`src/design/dsk_consts.vh`:
```
// constants for the diskette command sequencer
`ifndef DSK_CONSTS_VH
`define DSK_CONSTS_VH
`define OP_MASK        8'h1f
`define OP_WRITE       8'h05
`define OP_WRITE_DEL   8'h09
`define OP_FORMAT      8'h0d
`define OP_RECAL       8'h07
`define OP_SENSE_INT   8'h08
`define OP_SPECIFY     8'h03
`define OP_SEEK        8'h0f
`define OP_CONFIGURE   8'h13
`define INVALID_ST0    8'h80
`define NPAR_WRITE     4'h8
`define NPAR_FORMAT    4'h5
`define NPAR_RECAL     4'h1
`define NPAR_SPECIFY   4'h2
`define NPAR_SEEK      4'h2
`define NPAR_CONFIGURE 4'h3
`define NRES_WRITE     3'h7
`define NRES_SENSE     3'h2
`define NRES_INVALID   3'h1
`define P_DRV          0
`define P_CYL          1
`define P_HEAD         2
`define P_SEC          3
`define P_SIZE         4
`define P_EOT          5
`define P_FSC          2
`define P_SPEC0        0
`define P_CFG1         1
`define ST0_SEEK_END   8'h20
`define STEP_NS        3000
`define STEP_CYC       16'd300
`define SEC_BYTES      9'h080
`define IRQ_OFS        4'h0
`define MASK_OFS       4'h1
`define DATA_OFS       4'h2
`define MSR_OFS        4'h3
`define PCN_OFS        4'h4
`define CFG_OFS        4'h5
`endif

```
`src/design/step_pulser.v`:
```
// head step pulse generator, one step every period + 1 clocks
`timescale 1ns/1ps
module step_pulser (
  input  wire        clk,
  input  wire        rst_n,
  input  wire        go,
  input  wire [15:0] period,
  output reg         step_pulse
);
  reg [15:0] cnt_reg;
  always @(posedge clk or negedge rst_n) begin
    if (!rst_n) begin
      cnt_reg    <= 16'h0000;
      step_pulse <= 1'b0;
    end else if (!go) begin
      cnt_reg    <= 16'h0000;
      step_pulse <= 1'b0;
    end else if (cnt_reg >= period) begin
      cnt_reg    <= 16'h0000;
      step_pulse <= 1'b1;
    end else begin
      cnt_reg    <= cnt_reg + 16'h0001;
      step_pulse <= 1'b0;
    end
  end
endmodule // step_pulser

```
`src/design/diskette_command_sequencer.v`:
```
// diskette command, execution and result phase sequencer
// How it works
// (RULE1) write and write-deleted take opcode, drive, cylinder, head, sector, size, eot, gap, dtl.
// (RULE2) during write execution host data bytes are passed one by one to the drive.
// (RULE3) a write ends with seven result bytes: three status, cylinder, head, sector, size.
// (RULE4) recalibrate steps the head out to track 0, raises an interrupt, has no results.
// (RULE5) seek takes drive and target cylinder and steps until the head is there.
// (RULE6) sense interrupt status returns status byte zero then the present cylinder.
// (RULE7) software sends sense interrupt status after each seek or recalibrate interrupt.
// (RULE8) format takes size, sectors, gap, filler, then four id bytes per sector; 7 results.
// (RULE9) an unknown opcode does nothing and returns one result byte of 80h.
`timescale 1ns/1ps
`include "dsk_consts.vh"
module diskette_command_sequencer (
  input  wire       clk,
  input  wire       arst_n,
  input  wire [3:0] addr,
  input  wire [7:0] wdata,
  input  wire       wr,
  input  wire       rd,
  output reg  [7:0] rdata,
  output wire       irq,
  input  wire       track0,
  input  wire       drive_ready,
  output reg        step,
  output reg        step_dir,
  output reg  [1:0] drive_sel,
  output reg        head_sel,
  output reg  [7:0] wr_byte,
  output reg        wr_byte_valid,
  output wire       write_gate
);
  localparam S_IDLE = 3'd0, S_PARAM = 3'd1, S_DATA = 3'd2, S_FMT = 3'd3,
             S_STEP = 3'd4, S_RES = 3'd5;
  reg [1:0] rsync;
  always @(posedge clk or negedge arst_n) begin
    if (!arst_n) rsync <= 2'b00;
    else rsync <= {rsync[0], 1'b1};
  end
  wire rst_n = rsync[1];
  ////////////////////////////////////////////////////////////////////////////////
  reg [2:0] state_reg;
  reg [7:0] op_reg;
  reg [3:0] npar_reg, pcnt_reg;
  reg [7:0] par_reg [0:7];
  reg [2:0] nres_reg, rcnt_reg;
  reg [8:0] bcnt_reg;
  reg [7:0] sec_left_reg;
  reg [1:0] fid_reg;
  reg [7:0] pcn_reg, ncn_reg, st0_reg, spec_reg, cfg_reg;
  reg       recal_reg, seek_pend_reg;
  reg [1:0] irq_stat_reg, irq_mask_reg;
  reg       done_evt;
  wire      step_tick;
  function [3:0] par_count;
    input [7:0] op;
    begin
      case (op & `OP_MASK)
        `OP_WRITE, `OP_WRITE_DEL: par_count = `NPAR_WRITE;
        `OP_FORMAT:               par_count = `NPAR_FORMAT;
        `OP_RECAL:                par_count = `NPAR_RECAL;
        `OP_SPECIFY:              par_count = `NPAR_SPECIFY;
        `OP_SEEK:                 par_count = `NPAR_SEEK;
        `OP_CONFIGURE:            par_count = `NPAR_CONFIGURE;
        default:                  par_count = 4'h0;
      endcase
    end
  endfunction
  function is_op;
    input [7:0] op;
    input [7:0] code;
    begin
      is_op = ((op & `OP_MASK) == code);
    end
  endfunction
  wire data_wr = wr && (addr == `DATA_OFS);
  wire data_rd = rd && (addr == `DATA_OFS);
  wire is_write = is_op(op_reg, `OP_WRITE) || is_op(op_reg, `OP_WRITE_DEL);
  assign write_gate = (state_reg == S_DATA) || (state_reg == S_FMT);
  step_pulser step_pulser_inst (
    .clk        (clk),
    .rst_n      (rst_n),
    .go         (state_reg == S_STEP),
    .period     (`STEP_CYC),
    .step_pulse (step_tick)
  );
  ////////////////////////////////////////////////////////////////////////////////
  // result byte selection
  reg [7:0] res_byte;
  always @* begin
    res_byte = 8'h00;
    if (is_op(op_reg, `OP_SENSE_INT)) begin
      res_byte = (rcnt_reg == 3'd0) ? st0_reg : pcn_reg; // RULE6
    end else if (is_write) begin
      case (rcnt_reg) // RULE3
        3'd0:    res_byte = {5'h00, par_reg[`P_DRV][2:0]};
        3'd3:    res_byte = par_reg[`P_CYL];
        3'd4:    res_byte = par_reg[`P_HEAD];
        3'd5:    res_byte = par_reg[`P_SEC];
        3'd6:    res_byte = par_reg[`P_SIZE];
        default: res_byte = 8'h00;
      endcase
    end else if (is_op(op_reg, `OP_FORMAT)) begin
      res_byte = (rcnt_reg == 3'd0) ? {5'h00, par_reg[`P_DRV][2:0]} : 8'h00; // RULE8
    end else begin
      res_byte = `INVALID_ST0; // RULE9
    end
  end
  ////////////////////////////////////////////////////////////////////////////////
  integer i;
  always @(posedge clk or negedge rst_n) begin
    if (!rst_n) begin
      state_reg     <= S_IDLE;
      op_reg        <= 8'h00;
      npar_reg      <= 4'h0;
      pcnt_reg      <= 4'h0;
      nres_reg      <= 3'h0;
      rcnt_reg      <= 3'h0;
      bcnt_reg      <= 9'h000;
      sec_left_reg  <= 8'h00;
      fid_reg       <= 2'h0;
      pcn_reg       <= 8'h00;
      ncn_reg       <= 8'h00;
      st0_reg       <= 8'h00;
      spec_reg      <= 8'h00;
      cfg_reg       <= 8'h00;
      recal_reg     <= 1'b0;
      seek_pend_reg <= 1'b0;
      done_evt      <= 1'b0;
      step          <= 1'b0;
      step_dir      <= 1'b0;
      drive_sel     <= 2'h0;
      head_sel      <= 1'b0;
      wr_byte       <= 8'h00;
      wr_byte_valid <= 1'b0;
      for (i = 0; i < 8; i = i + 1) par_reg[i] <= 8'h00;
    end else begin
      done_evt      <= 1'b0;
      step          <= 1'b0;
      wr_byte_valid <= 1'b0;
      case (state_reg)
        S_IDLE: begin
          if (data_wr) begin
            op_reg   <= wdata;
            pcnt_reg <= 4'h0;
            npar_reg <= par_count(wdata);
            if (is_op(wdata, `OP_SENSE_INT)) begin
              nres_reg      <= `NRES_SENSE; // RULE7
              seek_pend_reg <= 1'b0;
              rcnt_reg      <= 3'h0;
              state_reg     <= S_RES;
            end else if (par_count(wdata) == 4'h0) begin
              nres_reg  <= `NRES_INVALID; // RULE9
              rcnt_reg  <= 3'h0;
              state_reg <= S_RES;
            end else begin
              state_reg <= S_PARAM;
            end
          end
        end
        S_PARAM: if (data_wr) begin
          par_reg[pcnt_reg[2:0]] <= wdata; // RULE1
          pcnt_reg <= pcnt_reg + 4'h1;
          if (pcnt_reg == 4'h0) begin
            drive_sel <= wdata[1:0];
            head_sel  <= wdata[2];
          end
          if (pcnt_reg + 4'h1 == npar_reg) begin
            rcnt_reg <= 3'h0;
            bcnt_reg <= 9'h000;
            fid_reg  <= 2'h0;
            if (is_write) begin
              nres_reg  <= `NRES_WRITE;
              state_reg <= S_DATA;
            end else if (is_op(op_reg, `OP_FORMAT)) begin
              sec_left_reg <= par_reg[`P_FSC];
              nres_reg     <= `NRES_WRITE;
              state_reg    <= S_FMT;
            end else if (is_op(op_reg, `OP_RECAL)) begin
              recal_reg <= 1'b1; // RULE4
              ncn_reg   <= 8'h00;
              step_dir  <= 1'b0;
              state_reg <= S_STEP;
            end else if (is_op(op_reg, `OP_SEEK)) begin
              recal_reg <= 1'b0; // RULE5
              ncn_reg   <= wdata;
              step_dir  <= (wdata > pcn_reg);
              state_reg <= S_STEP;
            end else begin
              if (is_op(op_reg, `OP_SPECIFY)) spec_reg <= par_reg[`P_SPEC0];
              else cfg_reg <= par_reg[`P_CFG1];
              state_reg <= S_IDLE;
            end
          end
        end
        S_DATA: if (data_wr) begin
          wr_byte       <= wdata; // RULE2
          wr_byte_valid <= 1'b1;
          bcnt_reg      <= bcnt_reg + 9'h001;
          if (bcnt_reg + 9'h001 == `SEC_BYTES) begin
            bcnt_reg <= 9'h000;
            if (par_reg[`P_SEC] >= par_reg[`P_EOT]) begin
              done_evt  <= 1'b1;
              state_reg <= S_RES;
            end else begin
              par_reg[`P_SEC] <= par_reg[`P_SEC] + 8'h01;
            end
          end
        end
        S_FMT: if (data_wr) begin
          wr_byte       <= wdata; // RULE8
          wr_byte_valid <= 1'b1;
          fid_reg       <= fid_reg + 2'h1;
          if (fid_reg == 2'h3) begin
            sec_left_reg <= sec_left_reg - 8'h01;
            if (sec_left_reg <= 8'h01) begin
              done_evt  <= 1'b1;
              state_reg <= S_RES;
            end
          end
        end
        S_STEP: begin
          if (recal_reg ? track0 : (pcn_reg == ncn_reg)) begin
            if (recal_reg) pcn_reg <= 8'h00;
            st0_reg       <= `ST0_SEEK_END | {6'h00, drive_sel};
            seek_pend_reg <= 1'b1;
            done_evt      <= 1'b1; // RULE4
            state_reg     <= S_IDLE;
          end else if (step_tick) begin
            step    <= 1'b1; // RULE5
            pcn_reg <= step_dir ? pcn_reg + 8'h01 : pcn_reg - 8'h01;
          end
        end
        S_RES: if (data_rd) begin
          rcnt_reg <= rcnt_reg + 3'h1;
          if (rcnt_reg + 3'h1 == nres_reg) state_reg <= S_IDLE;
        end
        default: state_reg <= S_IDLE;
      endcase
    end
  end
  ////////////////////////////////////////////////////////////////////////////////
  // interrupt: bit0 command end, bit1 drive not ready during write data (not format); write one to clear, set wins
  wire [1:0] irq_set = {~drive_ready & (state_reg == S_DATA), done_evt};
  always @(posedge clk or negedge rst_n) begin
    if (!rst_n) begin
      irq_stat_reg <= 2'b00;
      irq_mask_reg <= 2'b00;
    end else begin
      irq_stat_reg <= (irq_stat_reg & ~((wr && addr == `IRQ_OFS) ? wdata[1:0] : 2'b00))
                      | irq_set;
      if (wr && addr == `MASK_OFS) irq_mask_reg <= wdata[1:0];
    end
  end
  assign irq = |(irq_stat_reg & irq_mask_reg);
  always @(posedge clk or negedge rst_n) begin
    if (!rst_n) rdata <= 8'h00;
    else if (rd) begin
      case (addr)
        `IRQ_OFS:  rdata <= {6'h00, irq_stat_reg};
        `MASK_OFS: rdata <= {6'h00, irq_mask_reg};
        `DATA_OFS: rdata <= (state_reg == S_RES) ? res_byte : 8'h00;
        `MSR_OFS:  rdata <= {seek_pend_reg, 4'h0, state_reg};
        `PCN_OFS:  rdata <= pcn_reg;
        `CFG_OFS:  rdata <= cfg_reg;
        default:   rdata <= 8'h00;
      endcase
    end else rdata <= 8'h00;
  end
endmodule // diskette_command_sequencer

```
`config.mk`:
```
export PLATFORM = sky130hd
export DESIGN_NAME = diskette_command_sequencer
export DESIGN_NICKNAME = d
export VERILOG_FILES = /design/src/design/step_pulser.v /design/src/design/diskette_command_sequencer.v
export VERILOG_INCLUDE_DIRS = /design/src /design/src/design
export SDC_FILE = /design/constraint.sdc
export NUM_CORES = 1
export LEC_CHECK = 0
export ABC_AREA = 1
export BUFFER_PORTS_ARGS = -buffer_cell sky130_fd_sc_hd__buf_2
export CAP_MARGIN = 40
export CORE_MARGIN = 8
export CORE_UTILIZATION = 25
export CTS_CLUSTER_SIZE = 8
export DETAILED_ROUTE_END_ITERATION = 10
export GPL_ROUTABILITY_DRIVEN = 0
export MAX_ROUTING_LAYER = met4
export PLACE_DENSITY_LB_ADDON = 0.12
export SETUP_SLACK_MARGIN = 0.5
export SKIP_LAST_GASP = 1
export SLEW_MARGIN = 20
export SYNTH_ARGS = -nofsm -noshare
export SYNTH_HDL_FRONTEND = slang
export SYNTH_SLANG_ARGS = --single-unit
```
`constraint.sdc`:
```
create_clock -name clk -period 9.97 [get_ports clk]
set_input_delay 0.997 -clock clk [delete_from_list [all_inputs] [get_ports clk]]
set_output_delay 0.997 -clock clk [all_outputs]
set_load 0.01 [all_outputs]
```
==> run summary, run 1 <==
### Clock network
- **post-CTS clock slew at the launch and capture registers of the worst setup and hold paths** 0.07 ns
- **hold buffers post-CTS** 0
- **post-CTS setup repair buffer count** 0
- **number of instances resized during post-cts repair** 0
- **Root Driver** sky130_fd_sc_hd__clkbuf_16
- **later-pin clock latency in the skew report** 0.44 ns
- **TritonCTS Sinks** 159
- **largest buffer count on any clock path** 2
- **CTS tree** done
- **number of levels the H-tree was split into** 4
- **TritonCTS Buffers** 17

### Die
- **Top-Level Pins** 42
- **chip height** 203 microns
- **total die area** 0.0413 sq mm
- **area of the core** 0.0345 sq mm
- **die width** 203 microns
- **number of cell rows** 68
- **Initial Util** 0.254

### Critical path
- **crit path launch type** register
- **worst reg2reg startpoint** pcnt_reg[0]
- **Crit. End Element** register
- **Reg2Reg Capture Point** ncn_reg[0]
- **R2R Setup Slk** 7.38 ns
- **category of the critical setup timing path** reg2reg
- **crit path max fanout** 10
- **endpoint required time on the critical path** 10.25 ns
- **cell count of the worst reg-to-reg path** 10
- **Arrival @ worst endpoint** 2.88 ns

### Placement
- **HPWL after detailed placement** 20900 microns
- **I/O Buffers** 41
- **instance area at placement** 0.00949 sq mm
- **instance count after placement with tap cells included** 1559

### Global routing
- **vias in the first global route** 7389
- **antenna violations before repair** 0
- **first-pass GRT wire length** 44100 microns
- **largest net degree at the start of global routing** 58
- **global route overflow** 0
- **total global-route track usage** 0.143

### Power and ir drop
- **total power** 2.05 mW
- **Power Dens Cells** 202 mW/mm^2
- **Lkg Pwr** 4.71 nW
- **Peak VDD IR** 125 uV

### Logic synthesis
- **library cell with the largest summed area after synthesis** sky130_fd_sc_hd__dfrtp_1
- **YS warnings** 0
- **number of flip-flops and latches in the synthesized netlist** 159
- **count of distinct cell types in the synthesized netlist** 54
- **list of most frequent post-synthesis cells** sky130_fd_sc_hd__nand2_1, sky130_fd_sc_hd__dfrtp_1, sky130_fd_sc_hd__inv_1
- **sequential element share of the synthesized area** 0.454
- **Synth Instances** 1073
- **Synth area leaders** sky130_fd_sc_hd__dfrtp_1, sky130_fd_sc_hd__nand2_1, sky130_fd_sc_hd__o21ai_0, sky130_fd_sc_hd__inv_1, sky130_fd_sc_hd__ha_1
- **Synth top area share** 0.454
- **Async S/R FF share, synth** 1.00
- **Post-synth EDFFs** 0
- **most frequently used flop master after synthesis** sky130_fd_sc_hd__dfrtp_1
- **area of the mapped netlist** 0.00876 sq mm
- **per-instance average area after synthesis** 8.17 sq um
- **leading cell type by number of instances after synthesis** sky130_fd_sc_hd__nand2_1

### STA
- **largest clock skew in the final design** 0.0137 ns
- **max-slew violations** 0
- **Slew HR** 0.508
- **Min Clock Period, post-route** 2.59 ns
- **slew at the pin closest to its max-slew limit** 0.738 ns
- **setup tns final** 0 ns
- **unrepaired setup endpoints after global routing** false
- **period utilization** 0.260
- **Hold Fails Final Rpt** 0
- **Max Clk Rate** 0.386 GHz
- **endpoints failing setup** 0
- **Worst Hold Margin** 0.300 ns

### Cells and area
- **number of standard cells in the final layout excluding fillers** 1593
- **layout overhead on the synthesized area** 15.7%
- **flip-flop count of the largest register, all copies and words added** 43
- **number of nets in the final layout** 1180
- **post-route cell area** 0.0101 sq mm
- **Fillers** 3838
- **antenna cell count** 0
- **fraction of final layout cells with drive strength greater than 1** 0.116

### Route
- **total length of routed wires** 27800 microns
- **average wire per cell in the routed design** 17.5 microns
- **via count normalized by instance count** 4.58
- **iteration-0 DRC count of the detailed router** 517
- **remaining number of nets flagged by the antenna check after routing** 0
- **DRC violation count after routing** 0
- **number of detailed-route iterations in the first pass** 5
- **via count** 7299

### Run
- **# Max-Cap Violations** 0

### Run status
- **outcome** completed

### Worst hold path
- **min-delay worst type** reg2async

## worst max path at each step
stage | startpoint | endpoint | depth (start not counted)
2_1_floorplan | rsync[1] | bcnt_reg[0] | 0
3_3_place_gp | addr[3] | seek_pend_reg | 7
3_5_place_dp | addr[3] | seek_pend_reg | 7
4_1_cts | pcnt_reg[0] | step_dir | 11
5_1_grt | pcnt_reg[0] | sec_left_reg[7] | 10
6_report | pcnt_reg[0] | ncn_reg[0] | 10
## layout by cell type, fill, tap and decap left out, drive strengths merged, types with 2 or more instances in the layout
cell type,instances
clkbuf,21
inv,140
a22oi,4
xnor2,5
xor2,14
o31ai,4
mux2i,2
nor3b,3
clkinvlp,3
o21bai,5
ha,36
a31oi,2
a221oi,2
clkinv,5
buf,48
nor4,3
o21ai,145
nand3,81
nand2,258
nor3,12
nand4,27
bufinv,3
a211oi,2
a32oi,3
nor2,73
or2,2
nand3b,2
o211ai,6
dfrtp,159
o2111ai,4
conb,8
a21oi,34
o22ai,14
## metal layers
layer / global-route usage / share of wire
met4: 0.0316 / 0.013
met3: 0.0333 / 0.032
met1: 0.192 / 0.50
met2: 0.218 / 0.45
met5: - / 0
## logic make-up (layout without fill, tap and decap cells)
group	after synthesis	in the layout	share of synthesized area
flip-flops	159	159	0.454
multiplexers	2	2	0.00228
AND/OR/NAND/NOR	462	462	0.241
other	2	8	0.000857
AO/OA/AOI/OAI	231	231	0.155
adder cells (fa/ha/maj)	37	37	0.0537
XOR/XNOR	19	19	0.0190
buffers and inverters	161	220	0.0741
## power by group
part	leakage [nW]	switching [mW]	internal, mW
Clock	0.297	0.285	0.417
Sequential	2.06	0.0964	0.732
Combinational	2.35	0.356	0.164
## critical path, stage by stage (launching register included)
cell and delay, ns:
sky130_fd_sc_hd__dfrtp_1 0.60, sky130_fd_sc_hd__inv_1 0.12, sky130_fd_sc_hd__ha_1 0.34, sky130_fd_sc_hd__xnor2_1 0.16, sky130_fd_sc_hd__nand2_1 0.09, sky130_fd_sc_hd__nor2_2 0.15, sky130_fd_sc_hd__nand3_2 0.13, sky130_fd_sc_hd__inv_1 0.12
sky130_fd_sc_hd__nand3_1 0.24, sky130_fd_sc_hd__inv_1 0.36, sky130_fd_sc_hd__o22ai_1 0.12
## final cells by class
cell class	instances	area, sq um	area share
inverter	140	526	0.0518
multi-input combinational	759	4160	0.410
clock buffer	21	470	0.0464
clock inverter	11	153	0.0151
tap	455	569	0.0561
timing repair buffer	48	283	0.0279
sequential	159	3980	0.393
## per-stage QoR
stage                     utilization  worst slack (ns)
after floorplan                     -              5.21
after global placement          0.274              7.01
after detailed placement        0.275              6.95
after CTS                       0.293              7.37
after global routing            0.294              6.99
final                           0.294              7.38
Power figures use the tool's default switching activity.
==> run 2: changes to the inputs <==
clock period = 2.34 ns   (was 9.97 ns; I/O delays follow)
==> run 2 against run 1 <==
Cell count up 4.8%; setup slack got worse by 7.1 ns; count of clock-buffer cells in the layout is 3 lower; clock power increased to 4.5 times the previous value; via count rose by 6.6%; die area unchanged; first-iteration DRC count fell by 13%; wire length increased by 7.8%; global-route usage rose by 0.61 points; clock skew is 0.0025 ns lower.
==> run summary, run 2 (synthesized netlist as in run 1, its figures left out) <==
### Critical path
- **worst reg2reg startpoint** pcnt_reg[0]
- **Reg2Reg Capture Point** cfg_reg[6]
- **crit path max fanout** 8
- **crit path launch type** register
- **cell count of the worst reg-to-reg path** 11
- **Arrival @ worst endpoint** 2.35 ns
- **category of the critical setup timing path** reg2reg
- **endpoint required time on the critical path** 2.66 ns
- **R2R Setup Slk** 0.31 ns
- **Crit. End Element** register

### Global routing
- **largest net degree at the start of global routing** 89
- **vias in the first global route** 7644
- **global route overflow** 0
- **first-pass GRT wire length** 45900 microns
- **antenna violations before repair** 0
- **total global-route track usage** 0.149

### STA
- **max-slew violations** 0
- **Min Clock Period, post-route** 2.03 ns
- **Slew HR** 0.661
- **Max Clk Rate** 0.492 GHz
- **Hold Fails Final Rpt** 0
- **unrepaired setup endpoints after global routing** true
- **endpoints failing setup** 0
- **period utilization** 0.868
- **largest clock skew in the final design** 0.0113 ns
- **setup tns final** 0 ns
- **slew at the pin closest to its max-slew limit** 0.509 ns

### Power and ir drop
- **Power Dens Cells** 863 mW/mm^2
- **Lkg Pwr** 5.19 nW
- **Peak VDD IR** 552 uV
- **total power** 9.95 mW

### Route
- **average wire per cell in the routed design** 18.0 microns
- **via count** 7778
- **via count normalized by instance count** 4.66
- **iteration-0 DRC count of the detailed router** 451
- **DRC violation count after routing** 0
- **total length of routed wires** 30000 microns
- **number of detailed-route iterations in the first pass** 5
- **remaining number of nets flagged by the antenna check after routing** 0

### Clock network
- **CTS tree** done
- **TritonCTS Buffers** 17
- **later-pin clock latency in the skew report** 0.44 ns
- **TritonCTS Sinks** 159
- **largest buffer count on any clock path** 2
- **post-CTS clock slew at the launch and capture registers of the worst setup and hold paths** 0.07 ns
- **number of levels the H-tree was split into** 4
- **Root Driver** sky130_fd_sc_hd__clkbuf_16

### Placement
- **instance count after placement with tap cells included** 1590
- **I/O Buffers** 41
- **HPWL after detailed placement** 21500 microns

### Cells and area
- **fraction of final layout cells with drive strength greater than 1** 0.281
- **number of standard cells in the final layout excluding fillers** 1669
- **commonest non-fill, non-tap cells in the layout** sky130_fd_sc_hd__nand2_1, sky130_fd_sc_hd__dfrtp_1, sky130_fd_sc_hd__inv_1, sky130_fd_sc_hd__o21ai_0, sky130_fd_sc_hd__buf_4
- **most common library cell in the layout ignoring fill and taps** sky130_fd_sc_hd__nand2_1
- **layout overhead on the synthesized area** 31.6%
- **antenna cell count** 0
- **final design utilization** 0.334
- **flip-flop count of the largest register, all copies and words added** 43
- **number of nets in the final layout** 1256

### Die
- **chip height** 203 microns
- **Initial Util** 0.254
- **number of cell rows** 68
- **area of the core** 0.0345 sq mm
- **Top-Level Pins** 42
- **die width** 203 microns
- **total die area** 0.0413 sq mm

### Run
- **# Max-Cap Violations** 0

### Run status
- **outcome** completed

### Worst hold path
- **min-delay worst type** in2async

run 2: changes by cell type in the layout (fill, tap and decap cells not counted), moves of 10 or more:
cell | previous run | this run
sky130_fd_sc_hd__inv_2 | 8 | 21
sky130_fd_sc_hd__inv_1 | 129 | 109
sky130_fd_sc_hd__ha_1 | 36 | 22
sky130_fd_sc_hd__ha_4 | 0 | 11
sky130_fd_sc_hd__nand3_1 | 77 | 64
sky130_fd_sc_hd__nand2_2 | 3 | 28
sky130_fd_sc_hd__dfrtp_2 | 0 | 14
sky130_fd_sc_hd__dfrtp_1 | 158 | 144
sky130_fd_sc_hd__nand2_1 | 253 | 223
sky130_fd_sc_hd__nand3_4 | 0 | 10
sky130_fd_sc_hd__o21ai_0 | 107 | 89
sky130_fd_sc_hd__buf_4 | 5 | 68
run 2: how the worst max path moves through the flow:
stage,start,endpoint,cells after the start
2_1_floorplan,pcnt_reg[0],cfg_reg[5],12
3_3_place_gp,pcnt_reg[0],ncn_reg[5],10
3_5_place_dp,pcnt_reg[0],ncn_reg[5],10
4_1_cts,pcnt_reg[0],cfg_reg[0],11
5_1_grt,pcnt_reg[0],cfg_reg[6],13
6_report,pcnt_reg[0],cfg_reg[6],11
run 2: metrics by stage:
step | area [sq um] | hold WS [ns] | setup slack (ns)
5_1_grt | 11500 | 0.0773 | 0.174
3_5_place_dp | 9750 | 0.0220 | 0.219
4_1_cts | 10800 | 0.0698 | 0.396
6_report | 11500 | 0.0895 | 0.309
2_1_floorplan | 8810 | -0.0616 | 0.491
3_3_place_gp | 9750 | 0.0210 | 0.207
run 2: what timing repair did:
action	CTS	global route
endpoints found under the hold margin	3	0
pin swaps	14	43
hold buffers	2	0
endpoints found under the setup margin	97	103
cloned	3	1
setup buffers	10	31
resized for setup	73	130
run 2: critical path, cell delays in order (launching register included):
cell and delay [ns]:
sky130_fd_sc_hd__dfrtp_1 0.43, sky130_fd_sc_hd__inv_2 0.08, sky130_fd_sc_hd__ha_4 0.28, sky130_fd_sc_hd__xnor2_2 0.11, sky130_fd_sc_hd__nand2_2 0.09, sky130_fd_sc_hd__nor2_4 0.15, sky130_fd_sc_hd__nand3_4 0.11, sky130_fd_sc_hd__nor2_4 0.16
sky130_fd_sc_hd__buf_12 0.15, sky130_fd_sc_hd__o211ai_4 0.15, sky130_fd_sc_hd__nand2_1 0.13, sky130_fd_sc_hd__o21ai_2 0.05
run 2: where the power goes:
| group | switching, mW | total (mW) | leakage [nW] | internal [mW] |
|---|---|---|---|---|
| sequential | 0.375 | 3.50 | 2.04 | 3.13 |
| clock | 1.23 | 3.13 | 0.314 | 1.90 |
| combinational | 2.10 | 3.32 | 2.83 | 1.22 |
run 2: per-layer routing:
layer  vias to the layer above  GRT usage  wire, microns
li1                       3849          -              -
met1                      3787      0.198          14500
met2                       120      0.231          13800
met3                        22     0.0348           1240
met4                         0     0.0303            372
met5                         -          -              0
run 2: final cells by class:
type                       instances  area [sq um]
clock inverter                    14           216
multi-input combinational        762          4870
tap                              455           569
inverter                         140           566
timing repair buffer             121           877
fill                            3675         23000
clock buffer                      18           429
sequential                       159          4000
